### src/hw/mc_egress_consts.svh
`ifndef MC_EGRESS_CONSTS_SVH
`define MC_EGRESS_CONSTS_SVH

// Register byte offsets
`define OFS_CONTROL          12'hE04
`define OFS_UNTRANS_LOW      12'hE20
`define OFS_UNTRANS_HIGH     12'hE24
`define OFS_OVERLAY_LOW      12'hE28
`define OFS_OVERLAY_HIGH     12'hE2C
`define OFS_STATUS           12'hE30
`define OFS_BLOCK_COUNT      12'hE34

// Control word fields
`define CTRL_GROUP_LSB       16
`define CTRL_GROUP_MSB       21
`define CTRL_ENABLE_BIT      31

// Overlay word fields
`define OVL_SIZE_MSB         5
`define OVL_BASE_LSB         6
`define OVL_MIN_LOG2         6'h06

// Reset values
`define RST_WORD             32'h0000_0000

`endif

### src/hw/mc_egress_pkg.sv
package mc_egress_pkg;

  // Wishbone request from the master
  typedef struct packed {
    logic        cyc;
    logic        stb;
    logic        we;
    logic [3:0]  sel;
    logic [11:0] adr;
    logic [31:0] dat;
  } wb_req_t;

  // Wishbone answer to the master
  typedef struct packed {
    logic        ack;
    logic [31:0] dat;
  } wb_rsp_t;

  // One outgoing multicast packet header
  typedef struct packed {
    logic        untranslated;
    logic [5:0]  group;
    logic [63:0] addr;
  } pkt_hdr_t;

  // Slave states
  typedef enum logic [1:0] {
    BUS_IDLE = 2'b00,
    BUS_ACK  = 2'b01
  } bus_state_t;

endpackage

### src/hw/group_block_filter.sv
`include "mc_egress_consts.svh"
// Decides whether one packet to one group must be held back
module group_block_filter #(
  parameter int GROUPS = 64
) (
  // Configuration
  input  wire logic [GROUPS-1:0] block_vector,
  input  wire logic [5:0]        group_count,
  input  wire logic              multicast_master_enable,
  // Packet
  input  wire logic              untranslated,
  input  wire logic [5:0]        group,
  // Decision
  output logic                   blocked
);

  // Bits above the configured count never block; disabled multicast blocks nothing
  always_comb begin
    blocked = 1'b0;
    if (multicast_master_enable && untranslated && (group <= group_count)) begin
      blocked = block_vector[group];
    end
  end

endmodule // group_block_filter

### src/hw/overlay_rewrite.sv
`include "mc_egress_consts.svh"
// Replaces the upper address bits of a packet with the overlay base
module overlay_rewrite (
  // Overlay configuration
  input  wire logic [31:0] overlay_low,
  input  wire logic [31:0] overlay_high,
  // Address in and out
  input  wire logic [63:0] addr_in,
  output logic [63:0]      addr_out,
  output logic             active
);

  logic [5:0]  log2_size;
  logic [63:0] base;
  logic [63:0] keep_mask;

  // Window size and base decode
  always_comb begin
    log2_size = overlay_low[`OVL_SIZE_MSB:0];
    base      = {overlay_high, overlay_low[31:`OVL_BASE_LSB], 6'h00};
    active    = (log2_size >= `OVL_MIN_LOG2);
    keep_mask = ~(64'hFFFF_FFFF_FFFF_FFFF << log2_size);
    if (active) begin
      addr_out = (addr_in & keep_mask) | (base & ~keep_mask);
    end else begin
      addr_out = addr_in;
    end
  end

endmodule // overlay_rewrite

### src/hw/multicast_egress_block_overlay.sv
`include "mc_egress_consts.svh"
module multicast_egress_block_overlay #(
  parameter int GROUPS = 64
) (
  // Clock and reset
  input  wire logic                   core_clk,
  input  wire logic                   resetn,
  // Register bus
  input  wire mc_egress_pkg::wb_req_t wb_req,
  output mc_egress_pkg::wb_rsp_t      wb_rsp,
  // Packet in
  input  wire logic                   in_valid,
  input  wire mc_egress_pkg::pkt_hdr_t in_hdr,
  output logic                        in_ready,
  // Packet out
  output logic                        out_valid,
  output mc_egress_pkg::pkt_hdr_t     out_hdr,
  input  wire logic                   out_ready,
  output logic                        out_dropped
);
  import mc_egress_pkg::*;

  logic        rst_sync1_reg;
  logic        rst_sync2_reg;
  logic        rst_n;
  logic [31:0] control_reg;
  logic [31:0] untrans_low_reg;
  logic [31:0] untrans_high_reg;
  logic [31:0] overlay_low_reg;
  logic [31:0] overlay_high_reg;
  logic [31:0] block_count_reg;
  bus_state_t  bus_state_reg;
  logic        wr_fire;
  logic        blocked;
  logic        ovl_active;
  logic [63:0] new_addr;
  logic [31:0] rd_next;
  logic        out_valid_reg;
  logic        dropped_reg;
  pkt_hdr_t    out_hdr_reg;

  // Merge a write with byte enables
  function automatic logic [31:0] merge(input logic [31:0] old, input logic [31:0] wd, input logic [3:0] sel);
    logic [31:0] r;
    r = old;
    for (int i = 0; i < 4; i++) begin
      if (sel[i]) begin
        r[i*8 +: 8] = wd[i*8 +: 8];
      end
    end
    return r;
  endfunction

  // Reset release through two flops
  always_ff @(posedge core_clk or negedge resetn) begin
    if (!resetn) begin
      rst_sync1_reg <= 1'b0;
      rst_sync2_reg <= 1'b0;
    end else begin
      rst_sync1_reg <= 1'b1;
      rst_sync2_reg <= rst_sync1_reg;
    end
  end
  assign rst_n = rst_sync2_reg;

  // Bus slave: ack one cycle after request, dropped next cycle
  always_ff @(posedge core_clk or negedge rst_n) begin
    if (!rst_n) begin
      bus_state_reg <= BUS_IDLE;
    end else begin
      unique case (bus_state_reg)
        BUS_IDLE: begin
          if (wb_req.cyc && wb_req.stb) begin
            bus_state_reg <= BUS_ACK;
          end
        end
        BUS_ACK: begin
          bus_state_reg <= BUS_IDLE;
        end
        default: begin
          bus_state_reg <= BUS_IDLE;
        end
      endcase
    end
  end
  assign wr_fire = (bus_state_reg == BUS_ACK) && wb_req.cyc && wb_req.stb && wb_req.we;

  // Register writes, taken at the acking edge
  always_ff @(posedge core_clk or negedge rst_n) begin
    if (!rst_n) begin
      control_reg      <= `RST_WORD;
      untrans_low_reg  <= `RST_WORD;
      untrans_high_reg <= `RST_WORD;
      overlay_low_reg  <= `RST_WORD;
      overlay_high_reg <= `RST_WORD;
    end else if (wr_fire) begin
      unique case (wb_req.adr)
        `OFS_CONTROL: begin
          control_reg <= merge(control_reg, wb_req.dat, wb_req.sel) & 32'h803F_0000;
        end
        `OFS_UNTRANS_LOW: begin
          untrans_low_reg <= merge(untrans_low_reg, wb_req.dat, wb_req.sel);
        end
        `OFS_UNTRANS_HIGH: begin
          untrans_high_reg <= merge(untrans_high_reg, wb_req.dat, wb_req.sel);
        end
        `OFS_OVERLAY_LOW: begin
          overlay_low_reg <= merge(overlay_low_reg, wb_req.dat, wb_req.sel);
        end
        `OFS_OVERLAY_HIGH: begin
          overlay_high_reg <= merge(overlay_high_reg, wb_req.dat, wb_req.sel);
        end
        default: begin
        end
      endcase
    end
  end

  // Read mux; unmapped offsets read zero
  always_comb begin
    unique case (wb_req.adr)
      `OFS_CONTROL:      rd_next = control_reg;
      `OFS_UNTRANS_LOW:  rd_next = untrans_low_reg;
      `OFS_UNTRANS_HIGH: rd_next = untrans_high_reg;
      `OFS_OVERLAY_LOW:  rd_next = overlay_low_reg;
      `OFS_OVERLAY_HIGH: rd_next = overlay_high_reg;
      `OFS_STATUS:       rd_next = {30'h0000_0000, ovl_active, out_valid_reg};
      `OFS_BLOCK_COUNT:  rd_next = block_count_reg;
      default:           rd_next = 32'h0000_0000;
    endcase
  end

  // Read data registered with the ack
  always_ff @(posedge core_clk or negedge rst_n) begin
    if (!rst_n) begin
      wb_rsp <= '0;
    end else begin
      wb_rsp.ack <= (bus_state_reg == BUS_IDLE) && wb_req.cyc && wb_req.stb;
      wb_rsp.dat <= rd_next;
    end
  end

  // Group filter
  group_block_filter #(
    .GROUPS(GROUPS)
  ) u_filter (
    .block_vector (GROUPS'({untrans_high_reg, untrans_low_reg})),
    .group_count  (control_reg[`CTRL_GROUP_MSB:`CTRL_GROUP_LSB]),
    .multicast_master_enable    (control_reg[`CTRL_ENABLE_BIT]),
    .untranslated (in_hdr.untranslated),
    .group        (in_hdr.group),
    .blocked      (blocked)
  );

  // Overlay address replacement
  overlay_rewrite u_overlay (
    .overlay_low  (overlay_low_reg),
    .overlay_high (overlay_high_reg),
    .addr_in      (in_hdr.addr),
    .addr_out     (new_addr),
    .active       (ovl_active)
  );

  // One-stage output register; stalls when downstream is not ready
  assign in_ready = !out_valid_reg || out_ready;

  always_ff @(posedge core_clk or negedge rst_n) begin
    if (!rst_n) begin
      out_valid_reg <= 1'b0;
      out_hdr_reg   <= '0;
      dropped_reg   <= 1'b0;
    end else begin
      dropped_reg <= 1'b0;
      if (in_ready) begin
        out_valid_reg <= in_valid && !blocked;
        dropped_reg   <= in_valid && blocked;
        if (in_valid && !blocked) begin
          out_hdr_reg.untranslated <= in_hdr.untranslated;
          out_hdr_reg.group        <= in_hdr.group;
          out_hdr_reg.addr         <= new_addr;
        end
      end
    end
  end

  // Count of blocked packets, saturating
  always_ff @(posedge core_clk or negedge rst_n) begin
    if (!rst_n) begin
      block_count_reg <= `RST_WORD;
    end else if (in_ready && in_valid && blocked && (block_count_reg != 32'hFFFF_FFFF)) begin
      block_count_reg <= block_count_reg + 32'h0000_0001;
    end
  end

  assign out_valid   = out_valid_reg;
  assign out_hdr     = out_hdr_reg;
  assign out_dropped = dropped_reg;

endmodule // multicast_egress_block_overlay

### config.mk
export PLATFORM = sky130hd
export DESIGN_NAME = multicast_egress_block_overlay
export DESIGN_NICKNAME = d
export VERILOG_FILES = /design/src/hw/mc_egress_pkg.sv /design/src/hw/group_block_filter.sv /design/src/hw/overlay_rewrite.sv /design/src/hw/multicast_egress_block_overlay.sv
export VERILOG_INCLUDE_DIRS = /design/src /design/src/hw
export SDC_FILE = /design/constraint.sdc
export NUM_CORES = 1
export LEC_CHECK = 0
export ABC_CLOCK_PERIOD_IN_PS = 25200
export BUFFER_PORTS_ARGS = -buffer_cell sky130_fd_sc_hd__clkbuf_2
export CAP_MARGIN = 20
export CORE_ASPECT_RATIO = 2
export CORE_MARGIN = 10
export CORE_UTILIZATION = 60
export CTS_CLUSTER_DIAMETER = 40
export DETAILED_ROUTE_END_ITERATION = 10
export GPL_TIMING_DRIVEN = 0
export PLACE_DENSITY_LB_ADDON = 0.08
export SYNTH_ARGS = -nofsm -noshare
export SYNTH_HDL_FRONTEND = slang
export SYNTH_HIERARCHICAL = 1
export SYNTH_SLANG_ARGS = --single-unit
### constraint.sdc
create_clock -name core_clk -period 25.2 [get_ports core_clk]
set_input_delay 5.04 -clock core_clk [delete_from_list [all_inputs] [get_ports core_clk]]
set_output_delay 5.04 -clock core_clk [all_outputs]
set_load 0.03 [all_outputs]
==> results.yml <==
die:
  ioPinCount: 233
  die_w_um: 129
  rows: 79
  coreArea_mm2: 0.0233
  start_util_pct: 60.8
  fp.dieArea_mm2: 0.0306
  die_h_um: 237
clocking:
  cts_setup_buffers: 0
  clkSinkCount: 276
  cts_tree: "built"
  hold_buffers: 0
  cts_buffer_depth: 3
  clk_latency_ns: 0.55
  cts_made_buffers: 28
  htree_levels: 1
  cts.clk_slew.worst_paths_ns: 0.06
  cts_resized: 0
  clockRootBuffer: "clkbuf_16"
drt:
  highest_layer: "met4"
  drcViolationCount: 0
  drt_pass1_iterations: 5
  route.met2.wl_um: 24000
  postRouteAntennaNets: 0
  first_iter_violations: 617
  wl_met1_um: 15700
  routedWlPerCell_um: 27.0
  wl_met3_um: 2260
  vias: 10400
  routed_wl_um: 45100
  vias_per_cell: 6.21
finish:
  nNetsFinal: 1490
  largest_reg_flops: 71
  final_area_mm2: 0.0168
  area_growth_pct: 18.5
  drive_above_1_share_pct: 44.1
  fillers: 1720
logic_synthesis:
  synth-compound-area-share_pct: 8.07
  synth_xor_xnor_area_share_pct: 1.91
  syn_nets: 1232
  synth-seq-cells: 276
  synth_edf_count: 0
  yosys.area.top_type: "dfrtp_1"
  synthAdderAreaFrac_pct: 0.618
  synthTopCellsByCount: "276 x dfrtp_1, 227 x mux2_2, 78 x mux2i_1"
  synthTopCellsByArea: "dfrtp_1 49%, mux2_2 18%, mux2i_1 5.5%, mux2_4 2.5%, mux4_2 1.6%"
  syn_inst: 1099
  yosysWarnings: 6
  synth_flop_cell: "dfrtp_1"
  synth-simple-area-share_pct: 9.44
  yosysSeqAreaShare_pct: 48.7
  synth_cell_types: 76
  synth.most_common_cell: "dfrtp_1"
  synthArstFlopShare_pct: 100
  netlist_area_mm2: 0.0142
  synth_top_family_by_area: "multiplexers"
  synth_top_cell_area_share_pct: 48.7
  synth.avg_cell_area_um2: 12.9
  synthMuxAreaShare_pct: 28.2
grt:
  grt_max_degree: 69
  grtUsageTotal_pct: 29.6
  antenna_found_initial: 5
  grt.overflow.total: 0
  first_global_vias: 11400
  grt_pass1_wl_um: 67500
critical_path:
  critPathArrivalTime_ns: 5.49
  critPathKind: "in -> out"
  critPathTopFamily: "buffers and inverters"
  worstSetupEndpointType: "primary output"
  cp.required_ns: 20.16
  crit_chain: "clkbuf_2, nand2b_1, clkbuf_2"
  critPathSlowestCell: "clkbuf_2"
  cp_common_cell: "clkbuf_2"
  crit_path_max_fanout: 4
  crit_path_start_kind: "input port"
  max_stage_delay_ns: 0.20
  path_buf_inv: 2
flow_run:
  cap_viol_max_count: 0
placed_design:
  placed_cell_area_mm2: 0.0158
  post-place-ws_ns: 14.67
  gp_congestion: 1.02
  portBuffers: 224
  dpl.hpwl_um: 36200
sta:
  finClkSkew_ns: 0.00748
  grt_setup_unrepaired: "no"
  post-route-min-period_ns: 10.53
  finalHoldViolCount: 0
  fin_crit_sh_pct: 41.8
  slew_viol_final: 0
  slew_headroom_pct: 21.1
  max_freq_mhz: 95.0
  final.setup.worst_slack_ns: 14.67
  tns_ns: 0
  fin_hold_ws_ns: 0.309
  setup_viol_count_final: 0
  worstMarginPinSlew_ns: 1.17
pwr:
  p_leak_nw: 8.35
  vdd_drop_max_mv: 0.0757
  power_density_mw_per_mm2: 62.3
  p_total_w: 0.00105
worst_hold_path:
  hold_class: "reg -> async"
outcome:
  status: "completed"
## final cells by class
cell class                      instances  area (um2)  area share, %
Sequential cell                       276        6910           41.1
Multi-Input combinational cell        737        6850           40.8
Timing Repair Buffer                  228        1230           7.33
Clock buffer                           38         830           4.94
Buffer                                 68         358           2.13
Tap cell                              283         354           2.11
Clock inverter                         14         185           1.10
Inverter                               18        67.6          0.402
Antenna cell                            6        15.0         0.0894
## metal layers
layer  GRT usage (%)  up-vias
li1                -     4614
met1            30.5     5200
met3            5.31      144
met4            20.0        0
met2            52.7      400
met5               0        -
## path summary, 6_finish.rpt
check,start,endpoint,slack (ns),cells past startpoint
max in group asynchronous,resetn,rst_n,20.83,1
worst min register to register,rst_n,out_hdr[11],0.31,0
worst min-delay path,rst_n,out_hdr[11],0.31,0
worst max register to register,control_reg[17],block_count_reg[19],21.16,15
worst max-delay path,out_ready,in_ready,14.67,3
min in group core_clk,rst_sync1_reg,rst_n,0.37,0
## metrics by stage
step           instances  utilization [%]
6_report            1668             72.0
5_1_grt             1666             72.0
4_1_cts             1662             72.0
3_5_place_dp        1610             67.6
3_3_place_gp        1606             67.1
2_1_floorplan       1099                -
## cell usage in the layout (no fill, tap or decap), types with 16 or more instances in the layout
cell,instances
xnor2_1,22
nand3_1,26
clkbuf_2,225
mux2_2,227
clkbuf_16,29
nand2_1,38
a21o_1,17
and3_1,16
nor2_1,19
mux2_4,24
o22ai_1,26
inv_1,17
dfrtp_1,275
clkbuf_1,32
mux2i_1,78
o21ai_0,21
buf_2,21
nand4_1,18
## power by group
part | internal, W | total (W) | switching [W]
logic | 0.0000452 | 0.000127 | 0.0000818
registers | 0.000461 | 0.000472 | 0.0000104
clock network | 0.000272 | 0.000448 | 0.000177
total | 0.000778 | 0.00105 | 0.000269
## cells by family after synthesis
kind of cell	count (synthesis)
adders and majority gates	7
and+or+nand+nor	196
muxes	345
buffers and inverters	86
xor gates and xnor gates	31
AOI/OAI and AO/OA	157
other	1
DFF	276
## worst register-to-register path, delay by kind of cell (launching register included)
kind                     cells  cell delay, ns
AO/OA/AOI/OAI                4            0.57
buffers and inverters        3            0.84
AND/OR/NAND/NOR              6            1.66
adder cells (fa/ha/maj)      1            0.30
flip-flops                   1            0.38
XOR/XNOR                     1            0.17
(Power assumes the default switching activity.)
